==> src/rtl/gtc_pkg.sv <==
package gtc_pkg;
    // Register byte offsets on the bus
    localparam logic [4:0]  REG_CTRL       = 5'h00;
    localparam logic [4:0]  REG_COUNT_LOW  = 5'h04;
    localparam logic [4:0]  REG_COUNT_HIGH = 5'h08;
    localparam logic [4:0]  REG_STATUS     = 5'h0C;
    localparam logic [4:0]  REG_MASK       = 5'h10;

    // Control register field positions
    localparam int CTRL_TIMER_ON_BIT  = 0;
    localparam int CTRL_CLK_SRC_BIT   = 1;
    localparam int CTRL_SYNC_BYP_BIT  = 2;
    localparam int CTRL_OSC_SEL_BIT   = 3;
    localparam int CTRL_PRESCALE_LSB  = 4;
    localparam int CTRL_GATE_EN_BIT   = 6;
    localparam int CTRL_GATE_INV_BIT  = 7;
    localparam int CTRL_GATE_SRC_BIT  = 8;
    localparam int CTRL_W             = 9;

    // Status and mask field positions
    localparam int STAT_OVERFLOW_BIT  = 0;

    // Values after reset, and the top of the count
    localparam logic [8:0]  CTRL_RST      = 9'h000;
    localparam logic [15:0] COUNT_RST     = 16'h0000;
    localparam logic [15:0] COUNT_MAX     = 16'hFFFF;
    localparam logic [2:0]  PRESCALE_RST  = 3'h0;
    localparam logic [31:0] RDATA_RST     = 32'h0000_0000;

    // Instruction clock is the system clock divided by four
    localparam logic [1:0]  INSTR_DIV_RST  = 2'h0;
    localparam logic [1:0]  INSTR_DIV_LAST = 2'h3;
endpackage

==> src/rtl/gtc_prescaler.sv <==
`timescale 1ns/1ps
`default_nettype none

module gtc_prescaler #(
    parameter int CNT_W = 3
) (
    // Clock and reset
    input  wire logic             clk_sys,
    input  wire logic             nrst,
    // Control
    input  wire logic             tickIn,
    input  wire logic             clear,
    input  wire logic [1:0]       prescaleSelect,
    // Divided tick
    output logic                  tickOut
);
    // Prescale count, hidden from software
    logic [CNT_W-1:0] psCount_ff;
    logic [CNT_W-1:0] nxt_psCount;
    wire  logic [CNT_W-1:0] lastCount = CNT_W'((1 << prescaleSelect) - 1);
    wire  logic             atLast    = (psCount_ff >= lastCount);

    // Divide by 1, 2, 4 or 8; a clear swallows the tick of that cycle
    assign tickOut = tickIn && atLast && !clear;

    // Next prescale count
    always_comb begin
        if (clear) begin
            nxt_psCount = CNT_W'(gtc_pkg::PRESCALE_RST);
        end else if (tickIn) begin
            nxt_psCount = atLast ? CNT_W'(gtc_pkg::PRESCALE_RST) : CNT_W'(psCount_ff + 1'b1);
        end else begin
            nxt_psCount = psCount_ff;
        end
    end

    // Prescale register
    always_ff @(posedge clk_sys or negedge nrst) begin
        if (!nrst) begin
            psCount_ff <= CNT_W'(gtc_pkg::PRESCALE_RST);
        end else begin
            psCount_ff <= nxt_psCount;
        end
    end

    property p_ps_clear;
        @(posedge clk_sys) disable iff (!nrst)
        clear |=> (psCount_ff == CNT_W'(gtc_pkg::PRESCALE_RST));
    endproperty
    a_ps_clear: assert property (p_ps_clear) else $error("prescaler not cleared");

    property p_ps_div8;
        @(posedge clk_sys) disable iff (!nrst)
        (tickOut && prescaleSelect == 2'h3) |-> (psCount_ff == 3'h7);
    endproperty
    a_ps_div8: assert property (p_ps_div8) else $error("divide by 8 early");
endmodule

`default_nettype wire

==> src/rtl/gtc_timer.sv <==
// Chosen here: the Avalon-MM register port and the register offsets.
`timescale 1ns/1ps
`default_nettype none

// Functional notes
// - 16-bit up-counter read as two bytes
// - Byte write replaces that byte of count
// - Source bit selects instruction or external clock
// - Internal mode counts prescaled instruction ticks
// - External mode counts rising edges after prescale
// - External edges synchronised or counted directly
// - Falling edge must precede first counted rise
// - Prescale field divides by 1, 2, 4, 8
// - Prescaler hidden, cleared by count writes
// - Crystal oscillator may replace external pin
// - Wrap to zero sets sticky overflow flag
// - Sync bypass counts without instruction alignment
// - Gate enables counting only when enabled
// - Gate invert picks high or low active
module gtc_timer (
    // Clock and reset
    input  wire logic        clk_sys,
    input  wire logic        nrst,
    // Avalon-MM slave
    input  wire logic [4:0]  address,
    input  wire logic        read,
    input  wire logic        write,
    input  wire logic [31:0] writedata,
    output logic             waitrequest,
    output logic [31:0]      readdata,
    // External sources, asynchronous
    input  wire logic        externalCountClockPin,
    input  wire logic        lowPowerCrystalOsc,
    input  wire logic        gatePin,
    input  wire logic        gateComparator,
    // Results
    output logic             irq,
    output logic [15:0]      countValue
);
    // Word decode shared by every register access
    function automatic logic regHit(input logic [4:0] addr, input logic [4:0] offs);
        regHit = (addr == offs);
    endfunction

    // Bus state
    logic        waitReq_ff;      // High except in the answer cycle
    logic [31:0] rdata_ff;        // Read data, loaded a cycle before the answer
    logic [8:0]  ctrl_ff;         // Control register
    logic [15:0] count_ff;        // The running count
    logic        status_ff;       // Sticky overflow
    logic        mask_ff;         // Overflow interrupt mask
    logic        irq_ff;          // Registered interrupt

    // Synchronisers, first stages read only by second stages
    logic [3:0]  syncA_ff;        // Pin, osc, gate pin, gate comparator
    logic [3:0]  syncB_ff;        // Safe copies
    logic        extPrev_ff;      // Previous external level
    logic        armed_ff;        // Falling edge seen since enable
    logic        pendEdge_ff;     // Edge waiting for instruction tick
    logic [1:0]  instrDiv_ff;     // Instruction clock divider

    // Next values
    logic [31:0] nxt_rdata;
    logic [15:0] nxt_count;
    logic        nxt_status;

    // Bus handshake: accept when waitrequest high, answer next cycle
    wire logic reqNew   = (read || write) && waitReq_ff;
    wire logic doWrite  = write && !waitReq_ff;
    wire logic wrCtrl   = doWrite && regHit(address, gtc_pkg::REG_CTRL);
    wire logic wrLow    = doWrite && regHit(address, gtc_pkg::REG_COUNT_LOW);
    wire logic wrHigh   = doWrite && regHit(address, gtc_pkg::REG_COUNT_HIGH);
    wire logic wrStatus = doWrite && regHit(address, gtc_pkg::REG_STATUS);
    wire logic wrMask   = doWrite && regHit(address, gtc_pkg::REG_MASK);
    wire logic wrCount  = wrLow || wrHigh;

    // Control fields
    wire logic       timerOn     = ctrl_ff[gtc_pkg::CTRL_TIMER_ON_BIT];
    wire logic       clkSrcExt   = ctrl_ff[gtc_pkg::CTRL_CLK_SRC_BIT];
    wire logic       syncBypass  = ctrl_ff[gtc_pkg::CTRL_SYNC_BYP_BIT];
    wire logic       oscSelect   = ctrl_ff[gtc_pkg::CTRL_OSC_SEL_BIT];
    wire logic [1:0] prescaleSel = ctrl_ff[gtc_pkg::CTRL_PRESCALE_LSB +: 2];
    wire logic       gateEnable  = ctrl_ff[gtc_pkg::CTRL_GATE_EN_BIT];
    wire logic       gateInvert  = ctrl_ff[gtc_pkg::CTRL_GATE_INV_BIT];
    wire logic       gateSource  = ctrl_ff[gtc_pkg::CTRL_GATE_SRC_BIT];

    // Instruction tick, one system clock in four
    wire logic instrTick = (instrDiv_ff == gtc_pkg::INSTR_DIV_LAST);

    // External source after synchronisation
    wire logic extLevel  = oscSelect ? syncB_ff[1] : syncB_ff[0];
    wire logic extRise   = extLevel && !extPrev_ff;
    wire logic extFall   = !extLevel && extPrev_ff;
    wire logic extCount  = extRise && armed_ff;

    // Gate: invert 0 counts while low, 1 while high
    wire logic gateLevel = gateSource ? syncB_ff[3] : syncB_ff[2];
    wire logic gateOpen  = !gateEnable || (gateLevel == gateInvert);
    wire logic countEn   = timerOn && gateOpen;

    // Direct edges when bypassing, else aligned to the instruction tick;
    // the bypass path still sees the two pin flops, so it is direct, not clockless
    wire logic extTick   = syncBypass ? extCount : (instrTick && (pendEdge_ff || extCount));
    wire logic srcTick   = clkSrcExt ? extTick : instrTick;
    wire logic psTick;
    wire logic ovfEvent  = psTick && (count_ff == gtc_pkg::COUNT_MAX);

    // Prescaler between source and counter
    gtc_prescaler #(
        .CNT_W          (3)
    ) u_prescaler (
        .clk_sys        (clk_sys),
        .nrst           (nrst),
        .tickIn         (srcTick && countEn),
        .clear          (wrCount),
        .prescaleSelect (prescaleSel),
        .tickOut        (psTick)
    );

    // Read multiplexer; unmapped words read as zero
    always_comb begin
        nxt_rdata = gtc_pkg::RDATA_RST;
        if (regHit(address, gtc_pkg::REG_CTRL)) begin
            nxt_rdata[8:0] = ctrl_ff;
        end else if (regHit(address, gtc_pkg::REG_COUNT_LOW)) begin
            nxt_rdata[7:0] = count_ff[7:0];
        end else if (regHit(address, gtc_pkg::REG_COUNT_HIGH)) begin
            nxt_rdata[7:0] = count_ff[15:8];
        end else if (regHit(address, gtc_pkg::REG_STATUS)) begin
            nxt_rdata[gtc_pkg::STAT_OVERFLOW_BIT] = status_ff;
        end else if (regHit(address, gtc_pkg::REG_MASK)) begin
            nxt_rdata[gtc_pkg::STAT_OVERFLOW_BIT] = mask_ff;
        end
    end

    // Count: a write wins over an increment in the same cycle
    always_comb begin
        nxt_count = count_ff;
        if (wrLow) begin
            nxt_count[7:0] = writedata[7:0];
        end else if (wrHigh) begin
            nxt_count[15:8] = writedata[7:0];
        end else if (psTick) begin
            nxt_count = 16'(count_ff + 16'h0001);
        end
    end

    // Overflow: a new event beats a write-one clear
    always_comb begin
        nxt_status = status_ff;
        if (wrStatus && writedata[gtc_pkg::STAT_OVERFLOW_BIT]) begin
            nxt_status = 1'b0;
        end
        if (ovfEvent) begin
            nxt_status = 1'b1;
        end
    end

    // Bus registers
    always_ff @(posedge clk_sys or negedge nrst) begin
        if (!nrst) begin
            waitReq_ff <= 1'b1;
            rdata_ff   <= gtc_pkg::RDATA_RST;
        end else begin
            waitReq_ff <= !reqNew;
            rdata_ff   <= reqNew ? nxt_rdata : rdata_ff;
        end
    end

    // Software-visible registers
    always_ff @(posedge clk_sys or negedge nrst) begin
        if (!nrst) begin
            ctrl_ff   <= gtc_pkg::CTRL_RST;
            count_ff  <= gtc_pkg::COUNT_RST;
            status_ff <= 1'b0;
            mask_ff   <= 1'b0;
            irq_ff    <= 1'b0;
        end else begin
            ctrl_ff   <= wrCtrl ? writedata[8:0] : ctrl_ff;
            count_ff  <= nxt_count;
            status_ff <= nxt_status;
            mask_ff   <= wrMask ? writedata[gtc_pkg::STAT_OVERFLOW_BIT] : mask_ff;
            irq_ff    <= nxt_status && (wrMask ? writedata[0] : mask_ff);
        end
    end

    // Two-flop synchronisers for every outside input
    always_ff @(posedge clk_sys or negedge nrst) begin
        if (!nrst) begin
            syncA_ff <= 4'h0;
            syncB_ff <= 4'h0;
        end else begin
            syncA_ff <= {gateComparator, gatePin, lowPowerCrystalOsc, externalCountClockPin};
            syncB_ff <= syncA_ff;
        end
    end

    // Edge tracking; disarmed while off so a stale high level never counts
    always_ff @(posedge clk_sys or negedge nrst) begin
        if (!nrst) begin
            extPrev_ff  <= 1'b0;
            armed_ff    <= 1'b0;
            pendEdge_ff <= 1'b0;
        end else begin
            extPrev_ff  <= extLevel;
            armed_ff    <= timerOn && clkSrcExt && (armed_ff || extFall);
            pendEdge_ff <= !syncBypass && !instrTick && (pendEdge_ff || extCount);
        end
    end

    // Instruction clock divider
    always_ff @(posedge clk_sys or negedge nrst) begin
        if (!nrst) begin
            instrDiv_ff <= gtc_pkg::INSTR_DIV_RST;
        end else begin
            instrDiv_ff <= 2'(instrDiv_ff + 2'h1);
        end
    end

    // Outputs straight from flops
    assign waitrequest = waitReq_ff;
    assign readdata    = rdata_ff;
    assign irq         = irq_ff;
    assign countValue  = count_ff;

    property p_wr_low;
        @(posedge clk_sys) disable iff (!nrst)
        wrLow |=> (count_ff[7:0] == $past(writedata[7:0]) && count_ff[15:8] == $past(count_ff[15:8]));
    endproperty
    a_wr_low: assert property (p_wr_low) else $error("low byte write lost");

    property p_wr_high;
        @(posedge clk_sys) disable iff (!nrst)
        wrHigh |=> (count_ff[15:8] == $past(writedata[7:0]) && count_ff[7:0] == $past(count_ff[7:0]));
    endproperty
    a_wr_high: assert property (p_wr_high) else $error("high byte write lost");

    property p_wrap;
        @(posedge clk_sys) disable iff (!nrst)
        (ovfEvent && !wrCount) |=> (count_ff == gtc_pkg::COUNT_RST) && status_ff;
    endproperty
    a_wrap: assert property (p_wrap) else $error("wrap did not flag");

    property p_hold_off;
        @(posedge clk_sys) disable iff (!nrst)
        (!timerOn && !wrCount) |=> $stable(count_ff);
    endproperty
    a_hold_off: assert property (p_hold_off) else $error("count moved while off");

    property p_gate_shut;
        @(posedge clk_sys) disable iff (!nrst)
        (gateEnable && gateLevel != gateInvert && !wrCount) |=> $stable(count_ff);
    endproperty
    a_gate_shut: assert property (p_gate_shut) else $error("count moved with gate shut");

    property p_int_rate;
        @(posedge clk_sys) disable iff (!nrst)
        (psTick && !clkSrcExt) |-> instrTick;
    endproperty
    a_int_rate: assert property (p_int_rate) else $error("internal tick off instruction clock");

    property p_first_fall;
        @(posedge clk_sys) disable iff (!nrst)
        (clkSrcExt && extRise && !armed_ff) |-> !srcTick;
    endproperty
    a_first_fall: assert property (p_first_fall) else $error("unarmed rise counted");

    property p_sync_align;
        @(posedge clk_sys) disable iff (!nrst)
        (clkSrcExt && !syncBypass && srcTick) |-> instrTick;
    endproperty
    a_sync_align: assert property (p_sync_align) else $error("synced edge off tick");

    property p_bus_answer;
        @(posedge clk_sys) disable iff (!nrst)
        ((read || write) && waitReq_ff) |=> !waitReq_ff ##1 waitReq_ff;
    endproperty
    a_bus_answer: assert property (p_bus_answer) else $error("bus answer not one cycle");

    // Interrupt line mirrors unmasked status, no lag between them
    property p_irq_level;
        @(posedge clk_sys) disable iff (!nrst)
        irq_ff == (status_ff && mask_ff);
    endproperty
    a_irq_level: assert property (p_irq_level) else $error("irq not status and mask");

    property p_sticky;
        @(posedge clk_sys) disable iff (!nrst)
        (status_ff && !(wrStatus && writedata[gtc_pkg::STAT_OVERFLOW_BIT])) |=> status_ff;
    endproperty
    a_sticky: assert property (p_sticky) else $error("overflow flag dropped");

    property p_disarm;
        @(posedge clk_sys) disable iff (!nrst)
        (!timerOn || !clkSrcExt) |=> !armed_ff;
    endproperty
    a_disarm: assert property (p_disarm) else $error("armed while off");

    // Bypassed edge with divide by 1 must land on the very next edge
    property p_bypass_direct;
        @(posedge clk_sys) disable iff (!nrst)
        (clkSrcExt && syncBypass && extCount && countEn && prescaleSel == 2'h0 && !wrCount)
            |=> (count_ff != $past(count_ff));
    endproperty
    a_bypass_direct: assert property (p_bypass_direct) else $error("bypass edge late");
endmodule

`default_nettype wire

==> config.mk <==
export PLATFORM = sky130hd
export DESIGN_NAME = gtc_timer
export DESIGN_NICKNAME = d
export VERILOG_FILES = /design/src/rtl/gtc_pkg.sv /design/src/rtl/gtc_prescaler.sv /design/src/rtl/gtc_timer.sv
export SDC_FILE = /design/constraint.sdc
export NUM_CORES = 1
export LEC_CHECK = 0
export BUFFER_PORTS_ARGS = -buffer_cell sky130_fd_sc_hd__buf_2
export CORE_ASPECT_RATIO = 1.2
export CORE_MARGIN = 4
export CORE_UTILIZATION = 51
export DETAILED_ROUTE_END_ITERATION = 10
export PLACE_DENSITY = 0.9
export SETUP_SLACK_MARGIN = 0.02
export SYNTH_ARGS = -nofsm -noshare
export SYNTH_HDL_FRONTEND = slang
export SYNTH_SLANG_ARGS = --single-unit
==> constraint.sdc <==
create_clock -name clk_sys -period 4.1 [get_ports clk_sys]
set_input_delay 0.205 -clock clk_sys [delete_from_list [all_inputs] [get_ports clk_sys]]
set_output_delay 0.205 -clock clk_sys [all_outputs]
set_load 0.01 [all_outputs]
==> impl_metrics.toml, run 1 <==
[clock_tree]
num_clock_sinks = 54
htree_num_levels = 2
clkLatencyLatePin_ns = 0.32
cts-root-to-sink-buffers = 2
cts_tree = "yes"
post_cts_buffers = 0
cts.root.buffer_cell = "sky130_fd_sc_hd__clkbuf_8"
worst_setup_hold_path_clk_slew_ns = 0.10
cts-resized-gates = 0
numCtsBuffers = 5

[yosys]
synth.cell_area_sq_um = 2920
synth_compound_area_frac = 0.132
synth_cells = 293
synth_simple_gate_area_share = 0.182
synth_top_family_by_area = "simple AND/OR/NAND/NOR gates"
synthXorXnorAreaFrac = 0.0270
count_of_state_elements_after_synthesis = 54
yosys.cell_types.count = 48
synth.yosys.seq_area_share = 0.463
syn_avg_cell_area_sq_um = 9.98
synthesis.yosys.warnings = 0
yosys.area_share.adder = 0.0257
synth_mux_area_frac = 0.0766

[placed_design]
placement.cell_area_sq_um = 3110
place.port_buffers = 48
cell_total_after_placement = 393
dp.final_hpwl_um = 4770
place_congestion = 0.902
post-place-ws_ns = 1.52

[timing]
layout_min_cycle_time_ns = 2.62
timing.final.hold_violations = 4
post-route-worst-setup-slack_ns = 1.48
fin_skew_ns = 0.0150
tns_ns = 0
final.period_utilization = 0.640
slew_violations = 0
worst_slew_margin_rel = 0.195
setup_viol = 0
hold-worst-slack_ns = -0.00440
worst_pin_slew_ns = 1.20
max_freq_mhz = 381
rsz_0062_raised_after_global_routing = "false"

[run_status]
violations_in_the_final_reports = "hold timing"
run_status = "complete, but fails checks"

[layout]
layout-drive-gt1-share = 0.233
final_cell_count_no_fill = 405
layout.filler_cells = 464
fin_nets = 393
finalCoreUtilization = 0.602
finalInstanceArea_sq_um = 3260
syn2layout_area_growth_pct = 11.4
diodes = 0

[setup_path]
critical-path-slowest-cell = "sky130_fd_sc_hd__dfrtp_1"
worst-endpoint-required_ns = 4.28
setup.worst_path.class = "reg2reg"
crit_path_start_kind = "flop"
worst_path_dominant_cell_family = "simple AND/OR/NAND/NOR gates"
arrival_ns = 2.80
slowest_delay_ns = 0.44
critical_path.max_fanout = 14
crit_chain = "or2_2 -> ha_1 -> nor2b_1 -> o21ai_2 -> nand4_2 -> nor4_1 -> xnor2_1 -> a21oi_1"
crit_buf_inv = 0
setup.worst_path.end_class = "flop"

[route]
vias = 2316
routed_wirelength_um = 6400
detailedRoute.firstIterationViolations = 276
viasPerCell = 5.72
drtPass1Iterations = 5
drc_violations = 0
postRouteAntennaNets = 0
wl_per_cell_um = 15.8

[global_route]
track_usage = 0.192
grt_pass1_vias = 2289
grt.overflow.total = 0
grt_first_pass_wirelength_um = 11000
largest_net_degree_at_the_start_of_global_routing = 55
antenna_found_initial = 0

[floorplanning]
row_count = 29
fp.dieH_um = 90.9
dieArea_sq_um = 7010
die_w_um = 77.1
fp.coreArea_sq_um = 5410
io_pins = 95
start_util = 0.541

[flow_run]
maxCapViolations = 0

[pwr]
cellPowerDensity_nw_per_um2 = 437
peakVddDrop_mv = 0.219
leakagePower_nw = 1.50
p_total_mw = 1.42

[hold_path]
holdCritPathClass = "in2async"
-- placed cells by master (no fill, tap or decap), types with 4 or more instances in the layout --
cell / count
sky130_fd_sc_hd__dlygate4sd3_1: 4
sky130_fd_sc_hd__a22o_1: 7
sky130_fd_sc_hd__buf_2: 48
sky130_fd_sc_hd__nor3_1: 7
sky130_fd_sc_hd__clkbuf_8: 5
sky130_fd_sc_hd__o21ai_0: 16
sky130_fd_sc_hd__inv_1: 10
sky130_fd_sc_hd__dfrtp_1: 53
sky130_fd_sc_hd__mux2i_1: 10
sky130_fd_sc_hd__conb_1: 23
sky130_fd_sc_hd__mux2_2: 11
sky130_fd_sc_hd__nand3_1: 13
sky130_fd_sc_hd__nor2b_1: 6
sky130_fd_sc_hd__a21oi_1: 11
sky130_fd_sc_hd__xnor2_1: 9
sky130_fd_sc_hd__ha_1: 6
sky130_fd_sc_hd__nor2_1: 15
sky130_fd_sc_hd__nand2_1: 36
sky130_fd_sc_hd__nand4_1: 4
-- Yosys cell counts, drive strengths merged --
library cell | number | area, sq um
o21ai | 20 | 104
a21oi | 11 | 55.1
nor4 | 3 | 18.8
and3 | 3 | 18.8
o31ai | 2 | 28.8
ha | 6 | 75.1
a22o | 7 | 61.3
nor3 | 9 | 55.1
nor2 | 15 | 56.3
a211oi | 1 | 7.51
o21a | 1 | 7.51
dfstp | 1 | 26.3
o32ai | 1 | 8.76
a31oi | 2 | 12.5
inv | 10 | 37.5
nor2b | 6 | 37.5
nor3b | 2 | 20.0
nand4 | 6 | 58.8
mux2 | 11 | 124
and2 | 2 | 12.5
conb | 1 | 3.75
nand3 | 13 | 65.1
buf | 28 | 209
mux2i | 10 | 100
a22oi | 1 | 7.51
o22ai | 3 | 18.8
clkbuf | 6 | 22.5
nand4b | 2 | 23.8
nand2b | 3 | 18.8
or2 | 1 | 6.26
or3 | 1 | 6.26
dfrtp | 53 | 1330
xnor2 | 9 | 78.8
nand2 | 36 | 135
o211ai | 3 | 22.5
o311ai | 4 | 52.6
-- report_power, final --
group	switching [mW]	internal, mW	total (mW)
Sequential	0.0991	0.609	0.708
Combinational	0.205	0.156	0.361
Clock	0.173	0.180	0.353
-- path summary, 6_finish.rpt --
check | startpoint | to | slack [ns] | depth (start not counted)
hold / removal | nrst | syncA_ff[0]$_DFF_PN0_ | -0.004 | 2
setup reg to reg | ctrl_ff[4]$_DFFE_PN0P_ | countValue[13]$_DFFE_PN0P_ | 1.48 | 8
hold reg to reg | syncA_ff[0]$_DFF_PN0_ | syncB_ff[0]$_DFF_PN0_ | 0.36 | 0
max in group asynchronous | nrst | countValue[10]$_DFFE_PN0P_ | 3.66 | 2
min in group clk_sys | writedata[8] | ctrl_ff[8]$_DFFE_PN0P_ | 0.13 | 2
setup / recovery | ctrl_ff[4]$_DFFE_PN0P_ | countValue[13]$_DFFE_PN0P_ | 1.48 | 8
-- timing repair --
item,4_1_cts,5_1_grt
endpoints found under the hold margin,4,0
hold buffers,4,0
endpoints found under the setup margin,0,0
-- final cells by class --
type,count,area [sq um],area share
Multi-Input combinational cell,217,1380,0.425
Inverter,10,37.5,0.0115
Clock buffer,5,68.8,0.0211
Timing Repair Buffer,54,295,0.0907
Clock inverter,3,40.0,0.0123
Sequential cell,54,1350,0.415
Tap cell,62,77.6,0.0238
-- cells by family (layout without fill, tap and decap cells) --
family | count (synthesis) | after routing
flops | 54 | 54
xor+xnor | 9 | 9
fa+ha+maj | 6 | 6
other cells | 1 | 23
compound gates | 56 | 56
simple gates | 102 | 102
mux | 21 | 21
buf+inv | 44 | 72
-- per-layer routing --
metal | up-vias | track usage | routed length [um]
met5 | - | 0 | 0
met4 | 0 | 0.0950 | 217
met3 | 20 | 0.0495 | 536
met2 | 137 | 0.312 | 3050
met1 | 1078 | 0.238 | 2590
li1 | 1081 | - | -
-- flip-flops by register name (all words and copies together), names as in the netlist, 2 cells and up --
signal	cells
countValue	16
ctrl_ff	9
readdata	9
syncA_ff	4
syncB_ff	4
u_prescaler.psCount_ff	3
instrDiv_ff	2
Power figures use the tool's default switching activity.
==> inputs of run 2 (changes only) <==
--- a/config.mk
+++ b/config.mk
@@ -5,12 +5,13 @@
 export SDC_FILE = /design/constraint.sdc
 export NUM_CORES = 1
 export LEC_CHECK = 0
+export ABC_AREA = 1
 export BUFFER_PORTS_ARGS = -buffer_cell sky130_fd_sc_hd__buf_2
 export CORE_ASPECT_RATIO = 1.2
 export CORE_MARGIN = 4
-export CORE_UTILIZATION = 51
+export CORE_UTILIZATION = 47
 export DETAILED_ROUTE_END_ITERATION = 10
-export PLACE_DENSITY = 0.9
+export PLACE_DENSITY = 0.87
 export SETUP_SLACK_MARGIN = 0.02
 export SYNTH_ARGS = -nofsm -noshare
 export SYNTH_HDL_FRONTEND = slang
==> constraint.sdc (replaced) <==
create_clock -name clk_sys -period 2.4 [get_ports clk_sys]
set_input_delay 0.12 -clock clk_sys [delete_from_list [all_inputs] [get_ports clk_sys]]
set_output_delay 0.12 -clock clk_sys [all_outputs]
set_load 0.01 [all_outputs]
==> run 2 against run 1 <==
Net effect:
- die area increased by 16%
- cell area increased by 8.1%
- sequential power increased by 43%
- cell count increased by 37%
- total power increased by 27%
- via count increased by 22%
- sequential cell count unchanged
- non-clock buffer count increased by 1
- critical path depth increased by 2
- synthesized area increased by 8.2%
- the run now ends clean
- highest routed layer unchanged
- register-to-register slack got worse by 1.3 ns
==> impl_metrics.toml, run 2 <==
[layout]
final_cell_mix = "130 x sky130_fd_sc_hd__nand2_1, 53 x sky130_fd_sc_hd__dfrtp_1, 48 x sky130_fd_sc_hd__buf_2"
layout_commonest_cell = "sky130_fd_sc_hd__nand2_1"
flip_flop_count_of_the_largest_register_after_layout = 16
layout-drive-gt1-share = 0.167
multiInputGateArea_sq_um = 1500
syn2layout_area_growth_pct = 11.3
diodes = 0
fin_nets = 518
layout.filler_cells = 616
finalInstanceArea_sq_um = 3520
layout.area.seq_sq_um = 1350

[route]
drtPass1Iterations = 6
drc_violations = 0
detailedRoute.firstIterationViolations = 202
wl_per_cell_um = 13.8
postRouteAntennaNets = 0
vias = 2819
viasPerCell = 5.10
routed_wirelength_um = 7610

[floorplanning]
fp.coreArea_sq_um = 6490
dieArea_sq_um = 8110
io_pins = 95
die_w_um = 82.9
row_count = 32
fp.dieH_um = 97.9
start_util = 0.488

[yosys]
count_of_state_elements_after_synthesis = 54
syn_avg_cell_area_sq_um = 7.64
synth_cells = 414
synth_top_cells_by_area = "sky130_fd_sc_hd__dfrtp_1 42%, sky130_fd_sc_hd__nand2_1 15%, sky130_fd_sc_hd__nand3_1 5.5%, sky130_fd_sc_hd__buf_4 5.5%, sky130_fd_sc_hd__inv_1 5.0%"
synth.cell_area_sq_um = 3160
synth_top_area_share = 0.419
synth_async_sr_flop_share = 1.00
leading_register_cell_type_out_of_synthesis = "sky130_fd_sc_hd__dfrtp_1"
synth_enable_flop_cells = 0
synth.yosys.seq_area_share = 0.428
synthesis.yosys.warnings = 0
synth.most_common_cell = "sky130_fd_sc_hd__nand2_1"
synth_largest_area_cell = "sky130_fd_sc_hd__dfrtp_1"
yosys.cell_types.count = 31
netlist_top_cells_count = "130 x sky130_fd_sc_hd__nand2_1, 53 x sky130_fd_sc_hd__dfrtp_1, 42 x sky130_fd_sc_hd__inv_1"

[global_route]
antenna_found_initial = 0
track_usage = 0.185
grt_first_pass_wirelength_um = 12400
grt_pass1_vias = 2644
grt.overflow.total = 0
largest_net_degree_at_the_start_of_global_routing = 32

[timing]
layout_min_cycle_time_ns = 2.20
fin_skew_ns = 0.00484
final.period_utilization = 0.916
worst_slew_margin_rel = 0.279
setup_viol = 0
slew_violations = 0
worst_pin_slew_ns = 1.07
rsz_0062_raised_after_global_routing = "false"
tns_ns = 0
timing.final.hold_violations = 0
max_freq_mhz = 455

[setup_path]
arrival_ns = 2.41
setup.worst_path.class = "reg2reg"
critical_path.max_fanout = 18
worst-endpoint-required_ns = 2.61
reg2reg_depth = 10
setup.worst_path.end_class = "flop"
crit_path_start_kind = "flop"

[pwr]
power.share.sequential = 0.561
leakagePower_nw = 1.82
share_clk_of_total_power = 0.283
switchingPower_uw = 538
cell_internal_pwr_mw = 1.27
power.share.combinational = 0.156
swShare = 0.298
cellPowerDensity_nw_per_um2 = 513
peakVddDrop_mv = 0.247

[placed_design]
place.port_buffers = 48
placement.cell_area_sq_um = 3380
place_congestion = 0.934
dp.final_hpwl_um = 5780

[hold_path]
worst_hold_path.num_cells = 3
holdCritPathClass = "in2reg"

[clock_tree]
clkLatencyLatePin_ns = 0.31
cts.root.buffer_cell = "sky130_fd_sc_hd__clkbuf_8"
worst_setup_hold_path_clk_slew_ns = 0.10
cts-root-to-sink-buffers = 2
num_clock_sinks = 54
cts_tree = "yes"
post_cts_buffers = 0
numCtsBuffers = 5
htree_num_levels = 2

[run_status]
run_status = "complete, no violations"

[flow_run]
maxCapViolations = 0
## run 2: cell count changes in the layout (fill, tap and decap cells not counted), sizes merged, moves of 7 or more
cell	change
nand3	+25
inv	+36
nor2	+15
o21ai	+12
a22o	-7
mux2i	-10
xnor2	-8
mux2	-11
nand2	+96
## run 2: final timing paths
kind                                        startpoint                    endpoint  slack, ns
min in group asynchronous                         nrst       syncB_ff[0]$_DFF_PN0_       0.37
worst max-delay path            ctrl_ff[4]$_DFFE_PN0P_   countValue[3]$_DFFE_PN0P_       0.20
worst min register to register   syncA_ff[2]$_DFF_PN0_       syncB_ff[2]$_DFF_PN0_       0.36
max in group asynchronous                         nrst  countValue[10]$_DFFE_PN0P_       1.26
worst max register to register  ctrl_ff[4]$_DFFE_PN0P_   countValue[3]$_DFFE_PN0P_       0.20
worst min-delay path                      writedata[8]      ctrl_ff[8]$_DFFE_PN0P_       0.06
## run 2: critical path, stage by stage, from the launching register on
cell and delay [ns]:
sky130_fd_sc_hd__dfrtp_1 0.43, sky130_fd_sc_hd__or2_2 0.30, sky130_fd_sc_hd__ha_1 0.28, sky130_fd_sc_hd__o21ai_0 0.22
sky130_fd_sc_hd__nand2_1 0.08, sky130_fd_sc_hd__nand2_1 0.06, sky130_fd_sc_hd__nand2_1 0.10, sky130_fd_sc_hd__nand3_4 0.24
sky130_fd_sc_hd__nand2_2 0.18, sky130_fd_sc_hd__nand2_1 0.13, sky130_fd_sc_hd__nand2_1 0.06
## run 2: layer usage
layer | track usage | part of all wire | vias to the layer above
met3 | 0.0304 | 0.068 | 8
met4 | 0.0453 | 0.013 | 0
met1 | 0.234 | 0.41 | 1317
met5 | 0 | 0 | -
li1 | - | - | 1383
met2 | 0.330 | 0.51 | 111
## run 2: final cells by class
type,instances,share of cell area
clock inverters,2,0.00426
inverters,46,0.0490
repair buffers,55,0.0867
well taps,85,0.0302
flip-flops and latches,54,0.384
clock buffers,6,0.0206
multi-input cells,305,0.425
## run 2: repair_timing
action,in CTS,in global routing
hold endpoints to repair,33,0
hold buffers,5,0
gates resized for setup,0,0
## run 2: power by group through the flow
stage | Clock [mW] | Combinational, mW | Sequential [mW]
2_1_floorplan | 0 | 0.194 | 1.02
3_3_place_gp | 0 | 0.260 | 1.03
3_5_place_dp | 0 | 0.272 | 1.03
4_1_cts | 0.519 | 0.283 | 1.01
5_1_grt | 0.540 | 0.323 | 1.02
6_report | 0.511 | 0.281 | 1.01
## run 2: logic make-up after synthesis
logic type | after synthesis | synth area share
AO/OA/AOI/OAI | 56 | 0.0934
adder cells (fa/ha/maj) | 6 | 0.0237
other | 1 | 0.00119
buffers and inverters | 77 | 0.125
AND/OR/NAND/NOR | 214 | 0.312
XOR/XNOR | 6 | 0.0166
flip-flops | 54 | 0.428
## run 2: per-stage QoR
stage	utilization	setup slack, ns	std cells	power (mW)	hold slack (ns)
after CTS	0.543	0.217	553	1.81	0.0615
after global routing	0.543	0.0512	553	1.88	0.109
after detailed placement	0.522	0.276	540	1.30	0.195
after floorplan	-	0.665	436	1.22	-0.176
after global placement	0.522	0.393	540	1.29	0.189
final	0.543	0.202	553	1.80	0.0627
==> inputs of run 3 (changes only) <==
--- a/config.mk
+++ b/config.mk
@@ -7,7 +7,7 @@
 export LEC_CHECK = 0
 export ABC_AREA = 1
 export BUFFER_PORTS_ARGS = -buffer_cell sky130_fd_sc_hd__buf_2
-export CORE_ASPECT_RATIO = 1.2
+export CORE_ASPECT_RATIO = 0.6
 export CORE_MARGIN = 4
 export CORE_UTILIZATION = 47
 export DETAILED_ROUTE_END_ITERATION = 10
==> constraint.sdc (replaced) <==
create_clock -name clk_sys -period 2.4 [get_ports clk_sys]
set_input_delay 0.12 -clock clk_sys [delete_from_list [all_inputs] [get_ports clk_sys]]
set_output_delay 0.12 -clock clk_sys [all_outputs]
set_load 0.005 [all_outputs]
==> run 3 against run 2 <==
Net effect:
- total power barely moved
- sequential cell count did not move
- utilization rose by 2.0 points
==> impl_metrics.toml, run 3 (same netlist as run 2, synthesis figures left out) <==
[run_status]
run_status = "complete, no violations"

[timing]
slew_violations = 0
worst_pin_slew_ns = 1.09
final.period_utilization = 0.850
setup_viol = 0
worst_slew_margin_rel = 0.270
max_freq_mhz = 490
rsz_0062_raised_after_global_routing = "false"
tns_ns = 0
fin_skew_ns = 0.00907
timing.final.hold_violations = 0
hold-worst-slack_ns = 0.0793
layout_min_cycle_time_ns = 2.04

[floorplanning]
row_count = 22
dieArea_sq_um = 8150
fp.dieH_um = 71.5
start_util = 0.502
io_pins = 95
fp.coreArea_sq_um = 6300
die_w_um = 114

[clock_tree]
numCtsBuffers = 5
post_cts_buffers = 0
htree_num_levels = 2
cts_tree = "yes"
cts-root-to-sink-buffers = 2
clkLatencyLatePin_ns = 0.32
cts.hold.buffers_added = 5
worst_setup_hold_path_clk_slew_ns = 0.11
cts.root.buffer_cell = "sky130_fd_sc_hd__clkbuf_8"
cts-resized-gates = 0
num_clock_sinks = 54

[pwr]
cellPowerDensity_nw_per_um2 = 509
leakagePower_nw = 1.84
peakVddDrop_mv = 0.225

[global_route]
grt.overflow.total = 0
grt_pass1_vias = 2620
largest_net_degree_at_the_start_of_global_routing = 28
grt_first_pass_wirelength_um = 12900
antenna_found_initial = 0
track_usage = 0.200

[placed_design]
place.port_buffers = 48
placement.cell_area_sq_um = 3400
place_congestion = 0.972
cell_total_after_placement = 542
dp.final_hpwl_um = 6250

[route]
postRouteAntennaNets = 0
routed_wirelength_um = 7870
drc_violations = 0
wl_per_cell_um = 14.2
drtPass1Iterations = 5
vias = 2852
detailedRoute.firstIterationViolations = 330
viasPerCell = 5.14

[flow_run]
maxCapViolations = 0

[layout]
finalCoreUtilization = 0.562
finalInstanceArea_sq_um = 3540
final_cell_count_no_fill = 555
diodes = 0
syn2layout_area_growth_pct = 12.1
flip_flop_count_of_the_largest_register_after_layout = 16
fin_nets = 521
final_cell_mix = "130 x sky130_fd_sc_hd__nand2_1, 53 x sky130_fd_sc_hd__dfrtp_1, 48 x sky130_fd_sc_hd__buf_2"
layout_commonest_cell = "sky130_fd_sc_hd__nand2_1"
layout-drive-gt1-share = 0.174

[setup_path]
arrival_ns = 2.26
reg2reg_depth = 10
critical_path_cell_count = 10
setup.worst_path.end_class = "flop"
crit_buf_inv = 0
worst_path_dominant_cell_family = "simple AND/OR/NAND/NOR gates"
worst_setup_path_startpoint = "ctrl_ff[4]$_DFFE_PN0P_"
critical_path.max_fanout = 11
crit_chain = "or2_2 -> ha_1 -> o21ai_0 -> nand2_1 -> nand2_1 -> nand2_1 -> nand3_4 -> nand2_2 -> nand2_1 -> nand2_1"
slowest_delay_ns = 0.42
crit_path_start_kind = "flop"
critical-path-slowest-cell = "sky130_fd_sc_hd__dfrtp_1"
timing.rr.start = "ctrl_ff[4]$_DFFE_PN0P_"
setup.worst_path.class = "reg2reg"
critical-path-top-cell-by-count = "sky130_fd_sc_hd__nand2_1"
worst-endpoint-required_ns = 2.62

[hold_path]
worst_hold_path.num_cells = 3
holdCritPathClass = "in2reg"
worstHoldStart = "writedata[3]"
-- run 3: changes by cell type in the layout (fill, tap and decap cells not counted), sizes merged --
| cell | change |
|---|---|
| clkinv | +2 |
| clkbuf | -1 |
| clkinvlp | -1 |
| buf | +3 |
-- run 3: final cells by class --
cell class,instances,area (sq um)
multi-input cells,305,1500
well taps,84,105
clock inverters,3,21.3
inverters,46,173
fillers,625,2760
clock buffers,5,68.8
flip-flops and latches,54,1350
repair buffers,58,328
-- run 3: final timing paths --
path,to,slack [ns]
max,countValue[4]$_DFFE_PN0P_,0.36
min,ctrl_ff[3]$_DFFE_PN0P_,0.08
max reg2reg,countValue[4]$_DFFE_PN0P_,0.36
min reg2reg,syncB_ff[3]$_DFF_PN0_,0.36
max in group asynchronous,syncA_ff[1]$_DFF_PN0_,1.51
min in group asynchronous,countValue[10]$_DFFE_PN0P_,0.23
-- run 3: through the flow --
| step | worst slack (ns) | power [mW] |
|---|---|---|
| 4_1_cts | 0.364 | 1.81 |
| 6_report | 0.359 | 1.80 |
| 5_1_grt | 0.141 | 1.90 |
| 2_1_floorplan | 0.665 | 1.20 |
| 3_3_place_gp | 0.429 | 1.27 |
| 3_5_place_dp | 0.372 | 1.29 |
-- run 3: report_power, final --
part	internal, mW	leakage, nW	total (mW)	switching, mW
clock	0.206	0.0441	0.526	0.320
combinational	0.0966	1.08	0.265	0.169
sequential	0.964	0.711	1.01	0.0474
-- run 3: worst min-delay path, stage by stage --
cell and delay [ns]:
sky130_fd_sc_hd__buf_2 0.12, sky130_fd_sc_hd__inv_1 0.05, sky130_fd_sc_hd__o21ai_0 0.07
-- run 3: per-layer routing --
layer	GRT usage	wire length, um
met5	0	0
met4	0.0514	93
met3	0.0498	770
met2	0.269	3120
met1	0.315	3880
